`src/inc/ert_regs.vh`:
```
// Register map, field layout, reset values and encodings of the error rate tester.
// Assumes a 32-bit classic Wishbone slave with byte addressing.
`ifndef ERT_REGS_VH
`define ERT_REGS_VH

// ****************************************
// Register byte offsets
// ****************************************
`define ERT_ADR_CTRL        8'h00
`define ERT_ADR_CONFIG      8'h04
`define ERT_ADR_DATA_LIMIT  8'h08
`define ERT_ADR_ERROR_LIMIT 8'h0c
`define ERT_ADR_DATA_COUNT  8'h10
`define ERT_ADR_ERROR_COUNT 8'h14
`define ERT_ADR_STATUS      8'h18
`define ERT_ADR_IRQ_STATUS  8'h1c
`define ERT_ADR_IRQ_MASK    8'h20

// ****************************************
// Field positions
// ****************************************
`define ERT_CTRL_START    0
`define ERT_CTRL_STOP     1
`define ERT_CFG_FALLING   0
`define ERT_CFG_INVERT    1
`define ERT_CFG_TYPE_LO   2
`define ERT_CFG_TYPE_HI   4
`define ERT_CFG_GATE_LO   5
`define ERT_CFG_GATE_HI   6
`define ERT_CFG_RESTART   7
`define ERT_CFG_W         8
`define ERT_ST_DONE       0
`define ERT_ST_CLK_ACTIVE 1
`define ERT_ST_SYNC       2
`define ERT_ST_RUNNING    3
`define ERT_IRQ_DONE      0
`define ERT_IRQ_SYNC_LOSS 1
`define ERT_IRQ_W         2

// ****************************************
// Reset values and encodings
// ****************************************
`define ERT_CFG_RESET         8'h00
`define ERT_DATA_LIMIT_RESET  32'h00002710
`define ERT_ERROR_LIMIT_RESET 32'h00000064
`define ERT_GATE_OFF          2'h0
`define ERT_GATE_HIGH         2'h1
`define ERT_GATE_LOW          2'h2
`define ERT_PRBS9             3'h0
`define ERT_PRBS11            3'h1
`define ERT_PRBS15            3'h2
`define ERT_PRBS16            3'h3
`define ERT_PRBS20            3'h4
`define ERT_PRBS21            3'h5
`define ERT_PRBS23            3'h6
`define ERT_SEED_BITS         5'h18

`endif

```
`src/logic/ert_sync.v`:
```
// Three-stage synchroniser for a group of pins from outside the core clock.
// Assumes pins toggle slower than a few core clocks.
`timescale 1ns/1ns
`default_nettype none
module ert_sync #(
  parameter WIDTH = 3
) (
  input  wire             clk_i,
  input  wire             rst_n_i,
  input  wire [WIDTH-1:0] pin_i,
  output wire [WIDTH-1:0] level_o
);
  genvar g;
  generate
    for (g = 0; g < WIDTH; g = g + 1) begin : g_bit
      reg s1_q;
      reg s2_q;
      reg s3_q;
      reg lvl_q;
      always @(posedge clk_i) begin
        if (!rst_n_i) begin
          s1_q  <= 1'b0;
          s2_q  <= 1'b0;
          s3_q  <= 1'b0;
          lvl_q <= 1'b0;
        end else begin
          s1_q <= pin_i[g];
          s2_q <= s1_q;
          s3_q <= s2_q;
          // Only accept a level once two stages agree
          if (s2_q == s3_q) begin
            lvl_q <= s3_q;
          end
        end
      end
      assign level_o[g] = lvl_q;
    end
  endgenerate
endmodule // ert_sync
`default_nettype wire

```
`src/logic/ert_prbs.v`:
```
// Reference pseudo-random generator with seven selectable lengths.
// Assumes step_i pulses once per accepted received bit.
`timescale 1ns/1ns
`default_nettype none
`include "ert_regs.vh"
module ert_prbs #(
  parameter LEN = 23
) (
  input  wire       clk_i,
  input  wire       rst_n_i,
  input  wire [2:0] type_i,
  input  wire       step_i,
  input  wire       seed_i,
  input  wire       bit_i,
  output reg        expect_o
);
  reg [LEN-1:0] sr_q;

  // Maximal-length feedback, newest bit in sr_q[0]
  always @* begin
    case (type_i)
      `ERT_PRBS9:  expect_o = sr_q[8] ^ sr_q[4];
      `ERT_PRBS11: expect_o = sr_q[10] ^ sr_q[8];
      `ERT_PRBS15: expect_o = sr_q[14] ^ sr_q[13];
      `ERT_PRBS16: expect_o = sr_q[15] ^ sr_q[14] ^ sr_q[12] ^ sr_q[3];
      `ERT_PRBS20: expect_o = sr_q[19] ^ sr_q[2];
      `ERT_PRBS21: expect_o = sr_q[20] ^ sr_q[18];
      `ERT_PRBS23: expect_o = sr_q[22] ^ sr_q[17];
      default:     expect_o = sr_q[8] ^ sr_q[4];
    endcase
  end

  always @(posedge clk_i) begin
    if (!rst_n_i) begin
      sr_q <= {LEN{1'b0}};
    end else if (step_i) begin
      // Seeding loads received bits, afterwards it free-runs
      sr_q <= {sr_q[LEN-2:0], seed_i ? bit_i : expect_o};
    end
  end
endmodule // ert_prbs
`default_nettype wire

```
`src/logic/ert_tester.v`:
```
// Receive-side bit error rate tester with a classic Wishbone register slave.
// Assumes RX pins come from the device under test, asynchronous to CORE_CLK_I.
//
// Behaviour
// - A receive clock from about 100 Hz to 20 MHz is sampled and its edges found.
// - Software picks rising or falling receive edge and normal or inverted data.
// - The reference generator runs one of seven lengths, chosen before a start.
// - After a start the first 24 accepted bits seed the generator, then comparing begins.
// - While comparing every data bit and every mismatching bit is counted.
// - With internal restart, too many errors right after seeding clear the sync flag and restart the run.
// - The run ends when the data bit count reaches its limit.
// - The run ends when the error bit count reaches its own limit.
// - A start command begins a run and a stop command ends it at once.
// - Reset gives rising edge, normal data, limits 10000 and 100, gate off, internal restart, length 9.
// - A done flag is set on a limit, a stop or a sync loss with external restart, and is clear while running.
// - A clock-activity flag is set by a receive clock edge seen after a start.
//
// Our own choices: the placing of the registers and the Wishbone interface to the registers.
`timescale 1ns/1ns
`default_nettype none
`include "ert_regs.vh"
module ert_tester #(
  parameter SYNC_WIN = 64,
  parameter SYNC_MAX = 16
) (
  input  wire        CORE_CLK_I,
  input  wire        RESET_N_I,
  input  wire [7:0]  WB_ADR_I,
  input  wire [31:0] WB_DAT_I,
  input  wire [3:0]  WB_SEL_I,
  input  wire        WB_WE_I,
  input  wire        WB_CYC_I,
  input  wire        WB_STB_I,
  output reg  [31:0] WB_DAT_O,
  output wire        WB_ACK_O,
  input  wire        RX_CLK_I,
  input  wire        RX_DATA_I,
  input  wire        RX_GATE_I,
  output wire        IRQ_O
);
  // ****************************************
  // States
  // ****************************************
  localparam [3:0] ST_IDLE = 4'h1;
  localparam [3:0] ST_SEED = 4'h2;
  localparam [3:0] ST_RUN  = 4'h4;
  localparam [3:0] ST_DONE = 4'h8;

  // ****************************************
  // Declarations
  // ****************************************
  reg  [3:0]           state_q;
  reg  [3:0]           state_d;
  reg                  ack_q;
  reg  [`ERT_CFG_W-1:0] cfg_q;
  reg  [31:0]          data_lim_q;
  reg  [31:0]          err_lim_q;
  reg  [31:0]          data_cnt_q;
  reg  [31:0]          data_cnt_d;
  reg  [31:0]          err_cnt_q;
  reg  [31:0]          err_cnt_d;
  reg  [4:0]           seed_cnt_q;
  reg  [4:0]           seed_cnt_d;
  reg  [15:0]          win_cnt_q;
  reg  [15:0]          win_cnt_d;
  reg  [15:0]          win_err_q;
  reg  [15:0]          win_err_d;
  reg                  done_q;
  reg                  done_d;
  reg                  sync_q;
  reg                  sync_d;
  reg                  clk_act_q;
  reg                  rclk_q;
  reg  [`ERT_IRQ_W-1:0] irq_st_q;
  reg  [`ERT_IRQ_W-1:0] irq_mask_q;
  reg                  ev_done;
  reg                  ev_loss;
  reg                  step;
  reg                  seeding;
  wire [2:0]           lvl;
  wire                 bus_req;
  wire                 wr;
  wire                 start;
  wire                 stop;
  wire                 rise;
  wire                 fall;
  wire                 bit_evt;
  wire                 rx_bit;
  wire                 gate_ok;
  wire                 accept;
  wire                 expect_bit;
  wire                 mismatch;
  wire [2:0]           prbs_type;
  wire [1:0]           gate_mode;

  // ****************************************
  // Helpers
  // ****************************************
  function [31:0] merge;
    input [31:0] old;
    input [31:0] nw;
    input [3:0]  sel;
    integer      i;
    begin
      merge = old;
      for (i = 0; i < 4; i = i + 1) begin
        if (sel[i]) begin
          merge[i*8 +: 8] = nw[i*8 +: 8];
        end
      end
    end
  endfunction

  function hit;
    input [7:0] adr;
    input [7:0] ofs;
    begin
      hit = (adr[7:2] == ofs[7:2]);
    end
  endfunction

  // ****************************************
  // Pin sampling and edge finding
  // ****************************************
  ert_sync #(
    .WIDTH (3)
  ) u_sync (
    .clk_i   (CORE_CLK_I),
    .rst_n_i (RESET_N_I),
    .pin_i   ({RX_GATE_I, RX_DATA_I, RX_CLK_I}),
    .level_o (lvl)
  );

  // 250 MHz sampling leaves over ten samples per 20 MHz period
  always @(posedge CORE_CLK_I) begin
    if (!RESET_N_I) begin
      rclk_q <= 1'b0;
    end else begin
      rclk_q <= lvl[0];
    end
  end

  assign rise      = lvl[0] & ~rclk_q;
  assign fall      = ~lvl[0] & rclk_q;
  assign bit_evt   = cfg_q[`ERT_CFG_FALLING] ? fall : rise;
  assign rx_bit    = lvl[1] ^ cfg_q[`ERT_CFG_INVERT];
  assign prbs_type = cfg_q[`ERT_CFG_TYPE_HI:`ERT_CFG_TYPE_LO];
  assign gate_mode = cfg_q[`ERT_CFG_GATE_HI:`ERT_CFG_GATE_LO];
  assign gate_ok   = (gate_mode == `ERT_GATE_HIGH) ? lvl[2] :
                     (gate_mode == `ERT_GATE_LOW)  ? ~lvl[2] : 1'b1;
  assign accept    = bit_evt & gate_ok;
  assign mismatch  = rx_bit ^ expect_bit;

  // ****************************************
  // Reference generator
  // ****************************************
  ert_prbs #(
    .LEN (23)
  ) u_prbs (
    .clk_i    (CORE_CLK_I),
    .rst_n_i  (RESET_N_I),
    .type_i   (prbs_type),
    .step_i   (step),
    .seed_i   (seeding),
    .bit_i    (rx_bit),
    .expect_o (expect_bit)
  );

  // ****************************************
  // Wishbone slave
  // ****************************************
  assign bus_req  = WB_CYC_I & WB_STB_I;
  assign WB_ACK_O = ack_q;
  // Writes land on the edge that sees ack high
  assign wr       = bus_req & ack_q & WB_WE_I;
  assign start    = wr & hit(WB_ADR_I, `ERT_ADR_CTRL) & WB_SEL_I[0]
                    & WB_DAT_I[`ERT_CTRL_START];
  assign stop     = wr & hit(WB_ADR_I, `ERT_ADR_CTRL) & WB_SEL_I[0]
                    & WB_DAT_I[`ERT_CTRL_STOP];

  always @(posedge CORE_CLK_I) begin
    if (!RESET_N_I) begin
      ack_q    <= 1'b0;
      WB_DAT_O <= 32'h00000000;
    end else begin
      ack_q <= bus_req & ~ack_q;
      if (bus_req & ~ack_q & ~WB_WE_I) begin
        if (hit(WB_ADR_I, `ERT_ADR_CONFIG)) begin
          WB_DAT_O <= {{(32-`ERT_CFG_W){1'b0}}, cfg_q};
        end else if (hit(WB_ADR_I, `ERT_ADR_DATA_LIMIT)) begin
          WB_DAT_O <= data_lim_q;
        end else if (hit(WB_ADR_I, `ERT_ADR_ERROR_LIMIT)) begin
          WB_DAT_O <= err_lim_q;
        end else if (hit(WB_ADR_I, `ERT_ADR_DATA_COUNT)) begin
          WB_DAT_O <= data_cnt_q;
        end else if (hit(WB_ADR_I, `ERT_ADR_ERROR_COUNT)) begin
          WB_DAT_O <= err_cnt_q;
        end else if (hit(WB_ADR_I, `ERT_ADR_STATUS)) begin
          WB_DAT_O <= {28'h0000000, ~state_q[0] & ~state_q[3], sync_q, clk_act_q, done_q};
        end else if (hit(WB_ADR_I, `ERT_ADR_IRQ_STATUS)) begin
          WB_DAT_O <= {{(32-`ERT_IRQ_W){1'b0}}, irq_st_q};
        end else if (hit(WB_ADR_I, `ERT_ADR_IRQ_MASK)) begin
          WB_DAT_O <= {{(32-`ERT_IRQ_W){1'b0}}, irq_mask_q};
        end else begin
          // Control and unmapped offsets read as zero
          WB_DAT_O <= 32'h00000000;
        end
      end
    end
  end

  // Configuration is taken live; change it only between runs
  always @(posedge CORE_CLK_I) begin
    if (!RESET_N_I) begin
      cfg_q      <= `ERT_CFG_RESET;
      data_lim_q <= `ERT_DATA_LIMIT_RESET;
      err_lim_q  <= `ERT_ERROR_LIMIT_RESET;
      irq_mask_q <= {`ERT_IRQ_W{1'b0}};
    end else if (wr) begin
      if (hit(WB_ADR_I, `ERT_ADR_CONFIG) & WB_SEL_I[0]) begin
        cfg_q <= WB_DAT_I[`ERT_CFG_W-1:0];
      end
      if (hit(WB_ADR_I, `ERT_ADR_DATA_LIMIT)) begin
        data_lim_q <= merge(data_lim_q, WB_DAT_I, WB_SEL_I);
      end
      if (hit(WB_ADR_I, `ERT_ADR_ERROR_LIMIT)) begin
        err_lim_q <= merge(err_lim_q, WB_DAT_I, WB_SEL_I);
      end
      if (hit(WB_ADR_I, `ERT_ADR_IRQ_MASK) & WB_SEL_I[0]) begin
        irq_mask_q <= WB_DAT_I[`ERT_IRQ_W-1:0];
      end
    end
  end

  // ****************************************
  // Interrupts
  // ****************************************
  always @(posedge CORE_CLK_I) begin
    if (!RESET_N_I) begin
      irq_st_q <= {`ERT_IRQ_W{1'b0}};
    end else begin
      // A new event wins over a write-one clear
      if (wr & hit(WB_ADR_I, `ERT_ADR_IRQ_STATUS) & WB_SEL_I[0]) begin
        irq_st_q <= (irq_st_q & ~WB_DAT_I[`ERT_IRQ_W-1:0]) | {ev_loss, ev_done};
      end else begin
        irq_st_q <= irq_st_q | {ev_loss, ev_done};
      end
    end
  end

  assign IRQ_O = |(irq_st_q & irq_mask_q);

  // ****************************************
  // Measurement sequencer
  // ****************************************
  always @* begin
    state_d    = state_q;
    data_cnt_d = data_cnt_q;
    err_cnt_d  = err_cnt_q;
    seed_cnt_d = seed_cnt_q;
    win_cnt_d  = win_cnt_q;
    win_err_d  = win_err_q;
    done_d     = done_q;
    sync_d     = sync_q;
    ev_done    = 1'b0;
    ev_loss    = 1'b0;
    step       = 1'b0;
    seeding    = 1'b0;
    case (state_q)
      ST_IDLE: begin
        state_d = ST_IDLE;
      end
      ST_SEED: begin
        seeding = 1'b1;
        if (accept) begin
          step       = 1'b1;
          seed_cnt_d = seed_cnt_q + 5'h01;
          if (seed_cnt_q == `ERT_SEED_BITS - 5'h01) begin
            state_d = ST_RUN;
          end
        end
      end
      ST_RUN: begin
        if (accept) begin
          step       = 1'b1;
          data_cnt_d = data_cnt_q + 32'h00000001;
          err_cnt_d  = err_cnt_q + {31'h00000000, mismatch};
          if (!sync_q) begin
            win_cnt_d = win_cnt_q + 16'h0001;
            win_err_d = win_err_q + {15'h0000, mismatch};
          end
          if (!sync_q && win_err_d == SYNC_MAX[15:0]) begin
            sync_d  = 1'b0;
            ev_loss = 1'b1;
            if (cfg_q[`ERT_CFG_RESTART]) begin
              // External restart waits for software to start again
              state_d = ST_DONE;
              done_d  = 1'b1;
              ev_done = 1'b1;
            end else begin
              state_d    = ST_SEED;
              data_cnt_d = 32'h00000000;
              err_cnt_d  = 32'h00000000;
              seed_cnt_d = 5'h00;
              win_cnt_d  = 16'h0000;
              win_err_d  = 16'h0000;
            end
          end else begin
            if (!sync_q && win_cnt_d == SYNC_WIN[15:0]) begin
              sync_d = 1'b1;
            end
            if (data_cnt_d == data_lim_q || err_cnt_d == err_lim_q) begin
              state_d = ST_DONE;
              done_d  = 1'b1;
              ev_done = 1'b1;
            end
          end
        end
      end
      ST_DONE: begin
        state_d = ST_DONE;
      end
      default: begin
        state_d = ST_IDLE;
      end
    endcase
    if (stop && (state_q == ST_SEED || state_q == ST_RUN)) begin
      state_d = ST_DONE;
      done_d  = 1'b1;
      ev_done = 1'b1;
      step    = 1'b0;
    end
    if (start) begin
      state_d    = ST_SEED;
      done_d     = 1'b0;
      sync_d     = 1'b0;
      data_cnt_d = 32'h00000000;
      err_cnt_d  = 32'h00000000;
      seed_cnt_d = 5'h00;
      win_cnt_d  = 16'h0000;
      win_err_d  = 16'h0000;
      ev_done    = 1'b0;
      ev_loss    = 1'b0;
      step       = 1'b0;
    end
  end

  always @(posedge CORE_CLK_I) begin
    if (!RESET_N_I) begin
      state_q    <= ST_IDLE;
      data_cnt_q <= 32'h00000000;
      err_cnt_q  <= 32'h00000000;
      seed_cnt_q <= 5'h00;
      win_cnt_q  <= 16'h0000;
      win_err_q  <= 16'h0000;
      done_q     <= 1'b0;
      sync_q     <= 1'b0;
      clk_act_q  <= 1'b0;
    end else begin
      state_q    <= state_d;
      data_cnt_q <= data_cnt_d;
      err_cnt_q  <= err_cnt_d;
      seed_cnt_q <= seed_cnt_d;
      win_cnt_q  <= win_cnt_d;
      win_err_q  <= win_err_d;
      done_q     <= done_d;
      sync_q     <= sync_d;
      if (start) begin
        clk_act_q <= 1'b0;
      end else if ((rise | fall) && state_q != ST_IDLE) begin
        clk_act_q <= 1'b1;
      end
    end
  end
endmodule // ert_tester
`default_nettype wire

```
`config.mk`:
```
export PLATFORM = sky130hd
export DESIGN_NAME = ert_tester
export DESIGN_NICKNAME = d
export VERILOG_FILES = /design/src/logic/ert_sync.v /design/src/logic/ert_prbs.v /design/src/logic/ert_tester.v
export VERILOG_INCLUDE_DIRS = /design/src /design/src/inc
export SDC_FILE = /design/constraint.sdc
export NUM_CORES = 1
export LEC_CHECK = 0
export BUFFER_PORTS_ARGS = -buffer_cell sky130_fd_sc_hd__buf_2
export CAP_MARGIN = 20
export CORE_ASPECT_RATIO = 2
export CORE_MARGIN = 5
export CORE_UTILIZATION = 50
export DETAILED_ROUTE_END_ITERATION = 12
export GPL_TIMING_DRIVEN = 1
export PLACE_DENSITY_LB_ADDON = 0.1
export SETUP_SLACK_MARGIN = 0.4
export SYNTH_ARGS = -nofsm -noshare
export SYNTH_HDL_FRONTEND = slang
export SYNTH_SLANG_ARGS = --single-unit
```
`constraint.sdc`:
```
create_clock -name CORE_CLK_I -period 4.3 [get_ports CORE_CLK_I]
set_clock_uncertainty 0.05 [all_clocks]
set_input_delay 0.43 -clock CORE_CLK_I [delete_from_list [all_inputs] [get_ports CORE_CLK_I]]
set_output_delay 0.43 -clock CORE_CLK_I [all_outputs]
set_load 0.02 [all_outputs]
```
* After elaboration in Yosys (flattened, before gate mapping)
Index checks and enable logic that the tools add are counted.
** Storage, ports and cells
- Word-level logic and storage cells :: 228
- Register bits after elaboration :: 253
- Output and inout bits :: 34
** Operators by class
- Equality and inequality tests :: 43
- Mux-type cells :: 66
- Bitwise operators :: 42
- Reduce and logical (&&, ||, !) cells :: 34
- Add/sub/neg operators :: 5
** Operators by type and width (number)
- $mux W32 :: 9
- $mux W16 :: 10
- $eq A32 B32 Y1 :: 2
- $add A32 B1 Y32 :: 1
- $add A32 B1 Y32 const B :: 1
- $mux W4 :: 8
- $mux W1 :: 28
- $reduce_and A3 Y1 :: 9
- $eq A6 B3 Y1 const B :: 4
- $mux W5 :: 4
- $and A1 B1 Y1 :: 17
- $add A16 B1 Y16 :: 1
- $add A16 B1 Y16 const B :: 1
- $eq A16 B5 Y1 const B :: 1
- $eq A16 B7 Y1 const B :: 1
- $ne A4 B3 Y1 const B :: 4
- $reduce_and A4 Y1 :: 4
- $eq A6 B2 Y1 const B :: 2
- $ne A3 B2 Y1 const B :: 4
- $pmux W4 S3 :: 1
- $xor A1 B1 Y1 :: 11
- $ne A2 B2 Y1 const B :: 5
- $pmux W5 S2 :: 1
- $eq A3 B3 Y1 const B :: 3
- 32 further kinds :: 58

* Logic depth before layout (Yosys ltp)
- Depth after elaboration :: 18
- Gate-level depth with buffers :: 19
- Gate-level depth less buffers :: 17

* Cells and area by module
A second synthesis with hierarchy kept.
** Second synthesis, totals
- Cells, all modules :: 1794
- Area, all modules :: 14246.2 um^2
** By module, submodules not included
- ert_tester :: cells an instance 1661, area an instance 12874.8 um^2, seq. area each 4364.2 um^2, times used 1
- ert_prbs :: cells an instance 99, area an instance 980.9 um^2, seq. area each 460.4 um^2, times used 1
- ert_sync :: cells an instance 34, area an instance 390.4 um^2, seq. area each 240.2 um^2, times used 1

* Least setup slack after synthesis
OpenSTA, ideal clock, no wires.
- Path type :: reg2reg
- Start :: reg cfg_q[2]
- End :: reg state_q[3]
- Data arrival time :: 4058 ps
- Path buffers :: 2
- Required time :: 4128 ps
- Stages on the path, launching flop included :: 19
- Slack :: 71 ps
- Period minus slack after synthesis :: 4229 ps
- Path through :: dfxtp_1 > clkbuf_1 > nor2b_1 > mux2i_1 > xnor2_1 > mux4_2 > xnor2_1 > ha_1 > ha_1 > and3_1 > clkbuf_1 > nand4_1 > nor4_1 > or3_1 > a22oi_1 > and4b_1 > a41oi_2 > a21oi_2 > o311a_1
** Between the ends
- Word-level cells in the longest chain between the ends :: 13
** Ends and longest elaborated chain
- from (decl) :: line ert_tester.v:55 : reg [`ERT_CFG_W-1:0] cfg_q;
- from (signal assigned) :: line ert_tester.v:215 : cfg_q <= `ERT_CFG_RESET;
- from (signal assigned) :: line ert_tester.v:221 : cfg_q <= WB_DAT_I[`ERT_CFG_W-1:0];
- $eq A3 B3 Y1 (tied with other cells) :: line ert_prbs.v:21 : case (type_i)
- $pmux W1 S6 (*) :: line ert_prbs.v:21
- $xor A1 B1 Y1 (*) :: line ert_tester.v:152 : assign mismatch = rx_bit ^ expect_bit;
- $add A16 B1 Y16 :: line ert_tester.v:290 : win_err_d = win_err_q + {15'h0000, mismatch};
- $mux W16 :: line ert_tester.v:288 : if (!sync_q) begin
- $mux W16 :: line ert_tester.v:284 : if (accept) begin
- $mux W16 :: line ert_tester.v:269 : case (state_q)
- $eq A16 B5 Y1 :: line ert_tester.v:292 : if (!sync_q && win_err_d == SYNC_MAX[15:0]) begin
- $logic_and A1 B1 Y1 :: line ert_tester.v:292
- $mux W4 :: line ert_tester.v:292
- $mux W4 :: line ert_tester.v:284
- $pmux W4 S3 :: line ert_tester.v:269
- $mux W4 :: line ert_tester.v:327 : if (stop && (state_q == ST_SEED || state_q == ST_RUN)) begin
- to (signal assigned) :: line ert_tester.v:360 : state_q <= state_d;
- to (decl) :: line ert_tester.v:52 : reg [3:0] state_q;
Every way passes the cells marked *; elsewhere a longest branch is shown, timed or not. The select of a mux whose other input is x is not followed.
A chain may end at the register's enable or synchronous reset.

* Worst setup path in the final report
- Start :: reg u_prbs.sr_q[12]
- End :: reg win_cnt_q[5]
** Between the ends
- Word-level cells in the longest chain between the ends :: 11
** Ends and longest elaborated chain
- from (decl) :: line ert_prbs.v:17 : reg [LEN-1:0] sr_q;
- from (signal assigned) :: line ert_prbs.v:35 : sr_q <= {LEN{1'b0}};
- from (signal assigned) :: line ert_prbs.v:38 : sr_q <= {sr_q[LEN-2:0], seed_i ? bit_i : expect_o};
- $xor A1 B1 Y1 (2 in series) :: line ert_prbs.v:25 : `ERT_PRBS16: expect_o = sr_q[15] ^ sr_q[14] ^ sr_q[12] ^ sr_q[3];
- $pmux W1 S6 :: line ert_prbs.v:21
- $xor A1 B1 Y1 :: line ert_tester.v:152
- $add A16 B1 Y16 :: line ert_tester.v:290
- $mux W16 :: line ert_tester.v:288
- $mux W16 :: line ert_tester.v:284
- $mux W16 :: line ert_tester.v:269
- $eq A16 B5 Y1 :: line ert_tester.v:292
- $logic_and A1 B1 Y1 :: line ert_tester.v:292
- $mux W16 :: line ert_tester.v:292
- to (signal assigned) :: line ert_tester.v:364 : win_cnt_q <= win_cnt_d;
- to (decl) :: line ert_tester.v:64 : reg [15:0] win_cnt_q;
No other way between the ends. The select of a mux whose other input is x is not followed.

==> impl_metrics.ini <==
[route]
dr.pass1.iters = 8
dr_total_vias = 14400
drt-vias-per-instance = 6.26
antenna_violating_nets_post_route = 0
detail_route.drc_violations = 0
wl_per_instance_um = 21.0
drt_iter0_markers = 1277
postRouteWirelength_um = 48200

[yosys]
yosys.area.top_type_share_pct = 34.7
largest_family_of_logic_cells_by_synthesized_area = simple AND/OR/NAND/NOR gates
post_synth_mux_area_share_pct = 4.41
post-synth-top-count-cell = sky130_fd_sc_hd__dfxtp_1
sequential_element_share_of_the_synthesized_area_pct = 34.7
compound_gate_fraction_of_synth_area_pct = 19.8
syn-num-nets = 1914
post_synth_and_or_nand_nor_area_fraction_pct = 29.2
synth_flop_type = sky130_fd_sc_hd__dfxtp_1
synth_fa_ha_area_share_pct = 0.771
synth.ff_latch_count = 253
postSynth.asyncResetShare_pct = 0
synthDistinctLibCells = 90
synthTopCellsByArea = sky130_fd_sc_hd__dfxtp_1 35%, sky130_fd_sc_hd__nand2_1 6.4%, sky130_fd_sc_hd__a21oi_1 5.9%
postSynthCellCount = 1853
yosys.area_share.xor_xnor_pct = 6.41
syn-mean-instance-area_sq_um = 7.88
synth_enable_flop_cells = 0
synth_area_sq_mm = 0.0146
ys_top_cells_by_count = 253 x sky130_fd_sc_hd__dfxtp_1, 249 x sky130_fd_sc_hd__nand2_1, 172 x sky130_fd_sc_hd__a21oi_1
post-synth-top-area-cell = sky130_fd_sc_hd__dfxtp_1
synth.yosys.warnings = 0

[worst_hold_path]
hold_start = RX_DATA_I
worst_hold_path.endpoint = u_sync.g_bit[1].s1_q
worstHoldPathType = input port to flip-flop
timing.hold.worst_path_depth = 2

[final_layout]
drive_above_1_share_pct = 16.4
final_design_area_excluding_fillers_sq_mm = 0.0170
final_cell_count_no_fill = 2298
inserted_diodes = 0
num-nets-final = 1985
areaGrowthSynthToFinish_pct = 16.7
fillCellCount = 2734

[setup_path]
cp.required_ps = 4660
worst-r2r-setup-slack_ps = 130
worstSetupEndpointType = flip-flop
worst-r2r-cell-count = 19
worstPathCellList = xnor2_2 > xnor2_1 > mux2i_1 > xnor2_1 > mux4_2 > xnor2_2 > buf_4 > ha_4 > and4b_1 > and4_4 > nor3b_1 > o2111ai_2 > a211oi_4 > buf_12 > nor2_4 > buf_4 > buf_12 > a22oi_2 > nor2_1
worst_r2r_endpoint = win_cnt_q[5]
cp_slowest_cell = sky130_fd_sc_hd__mux4_2
worst-setup-path-type = flip-flop to flip-flop
worstPathMaxFanout = 9
cpPeakStageDelay_ps = 510
cp_data_arrival_time_ps = 4540
worstReg2RegStart = u_prbs.sr_q[12]
startpoint_type = flip-flop

[clocking]
cts_inserted_buffers = 25
clock-sinks = 253
path_clk_slew_ps = 60
cts_tree = built
insertion_delay_to_the_later_sink_of_the_worst_skew_pair_ps = 550
clk_path_buf_depth = 3
cts.htree.levels = 1
clockRootBuffer = sky130_fd_sc_hd__clkbuf_16

[place]
dp_slack_ps = 66.1
place_inst = 2243
gp_congestion = 0.952
place.port_buffers = 83
placement_stage_cell_area_sq_mm = 0.0157
post_dp_hpwl_um = 34900

[sta]
max-slew-margin-rel_pct = 35.6
max_freq_mhz = 240
hold_violations = 0
worst_pin_slew_ps = 959
final-setup-viol-count = 0
setup_repair_after_global_routing_missed_its_margin = yes
post-route-min-period_ps = 4170
slew_viol_final = 0
share_of_the_clock_period_used_by_the_worst_path_pct = 97.1
setup_slack_ps = 126

[floorplan]
die_width_um = 131
core-area_sq_mm = 0.0288
initial_core_util_pct = 50.6
die_y_um = 252
core.rowCount = 88
num_io_pins = 86
die_area_sq_mm = 0.0329

[grt]
wire_length_of_the_first_global_routing_pass_um = 75000
largest_net_degree_at_the_start_of_global_routing = 99
first_global_vias = 13900
groute.usage.overall_pct = 28.5
grt_overflow = 0
number_of_antenna_violations_at_the_first_check_in_global_routing = 2

[pwr]
combinationalPowerShare_pct = 2.8
vdd.ir_drop.worst_uv = 360
power-per-cell-area_mw_per_mm2 = 281
power.switching_fraction_pct = 21.7
total_chip_power_uw = 4790
power.share.sequential_pct = 49.1
cell_internal_power_uw = 3750
total_leakage_power_uw = 0.00621
share_clk_of_total_power_pct = 48.1
p_switching_uw = 1040

[run]
max_cap_viol_count = 0

[run_status]
status = completed
-- cells in the final DEF, fill, tap and decap left out, drive strengths merged, types with 16 or more instances in the layout --
master,instances
buf,183
and3,33
and2,28
xnor2,66
clkbuf,34
nor3,38
xor2,41
a21boi,54
nand2,249
nand3b,30
nand3,74
a222oi,29
nand4,36
dfxtp,253
or3,27
and4,16
a21oi,173
inv,19
a31oi,20
mux2i,55
nor2b,90
o21ai,120
nor2,91
nor4,29
-- logic make-up after synthesis --
family,Yosys count
compound gates,465
mux,62
xor+xnor,107
buf+inv,160
flops,253
fa+ha+maj,9
simple gates,797
-- flip-flops by register name, indices dropped and copies added, names as in the netlist --
register            flops
u_sync.g_bit.s3_q       3
data_cnt_q             32
irq_st_q                2
u_prbs.sr_q            23
seed_cnt_q              5
data_lim_q             32
u_sync.g_bit.lvl_q      3
WB_ACK_O                1
u_sync.g_bit.s2_q       3
u_sync.g_bit.s1_q       3
err_cnt_q              32
WB_DAT_O               32
win_cnt_q              16
state_q                 4
rclk_q                  1
done_q                  1
irq_mask_q              2
sync_q                  1
cfg_q                   8
clk_act_q               1
win_err_q              16
err_lim_q              32
-- final cells by class --
class | count | area [sq um] | area share, %
flip-flops and latches | 253 | 5070 | 29.7
well taps | 360 | 450 | 2.64
clock inverters | 8 | 146 | 0.859
repair buffers | 185 | 1400 | 8.23
clock buffers | 33 | 686 | 4.02
inverters | 19 | 71.3 | 0.418
multi-input cells | 1440 | 9220 | 54.1
-- power by group through the flow --
stage	Combinational, uW	Sequential (uW)	Clock, uW
2_1_floorplan	68.9	2410	0
3_3_place_gp	133	2400	0
3_5_place_dp	134	2400	0
4_1_cts	135	2350	2350
5_1_grt	145	2350	2440
6_report	135	2350	2300
-- per-layer routing --
layer | part of all wire, % | global-route usage [%] | up-vias
li1 | - | - | 6800
met2 | 51 | 50.5 | 543
met1 | 37 | 32.5 | 6875
met5 | 0 | 0 | -
met3 | 5.1 | 2.88 | 170
met4 | 6.6 | 16.3 | 0
-- critical path: cells and delay by family (launching register included) --
family,cells,cell delay [ps]
and+or+nand+nor,5,1060
xor gates and xnor gates,4,640
buffers and inverters,4,670
muxes,2,610
DFF,1,340
AOI/OAI and AO/OA,3,560
adders and majority gates,1,150
-- per-stage QoR --
stage | hold WS [ps] | util [%] | TNS (ps)
4_1_cts | 45.8 | 58.2 | 0
3_5_place_dp | 391 | 54.5 | 0
3_3_place_gp | 367 | 54.5 | 0
5_1_grt | 62.0 | 59.1 | -2170
2_1_floorplan | 362 | - | 0
6_report | 69.8 | 59.1 | 0
-- worst max path at each step --
stage / startpoint / to / depth (start not counted)
CTS: u_prbs.sr_q[12] / state_q[3] / 18
global route: u_prbs.sr_q[12] / data_cnt_q[6] / 20
floorplan: cfg_q[2] / err_cnt_q[26] / 18
detailed placement: u_prbs.sr_q[12] / data_cnt_q[14] / 20
global placement: u_prbs.sr_q[12] / state_q[1] / 19
finish: u_prbs.sr_q[12] / win_cnt_q[5] / 19
-- timing repair --
action	CTS	global route
gates cloned	2	1
gates resized for setup	40	42
pin swaps	23	22
hold buffers	0	0
hold endpoints to repair	0	0
endpoints found under the setup margin	100	100
buffers inserted	3	8
(Power assumes the default switching activity.)
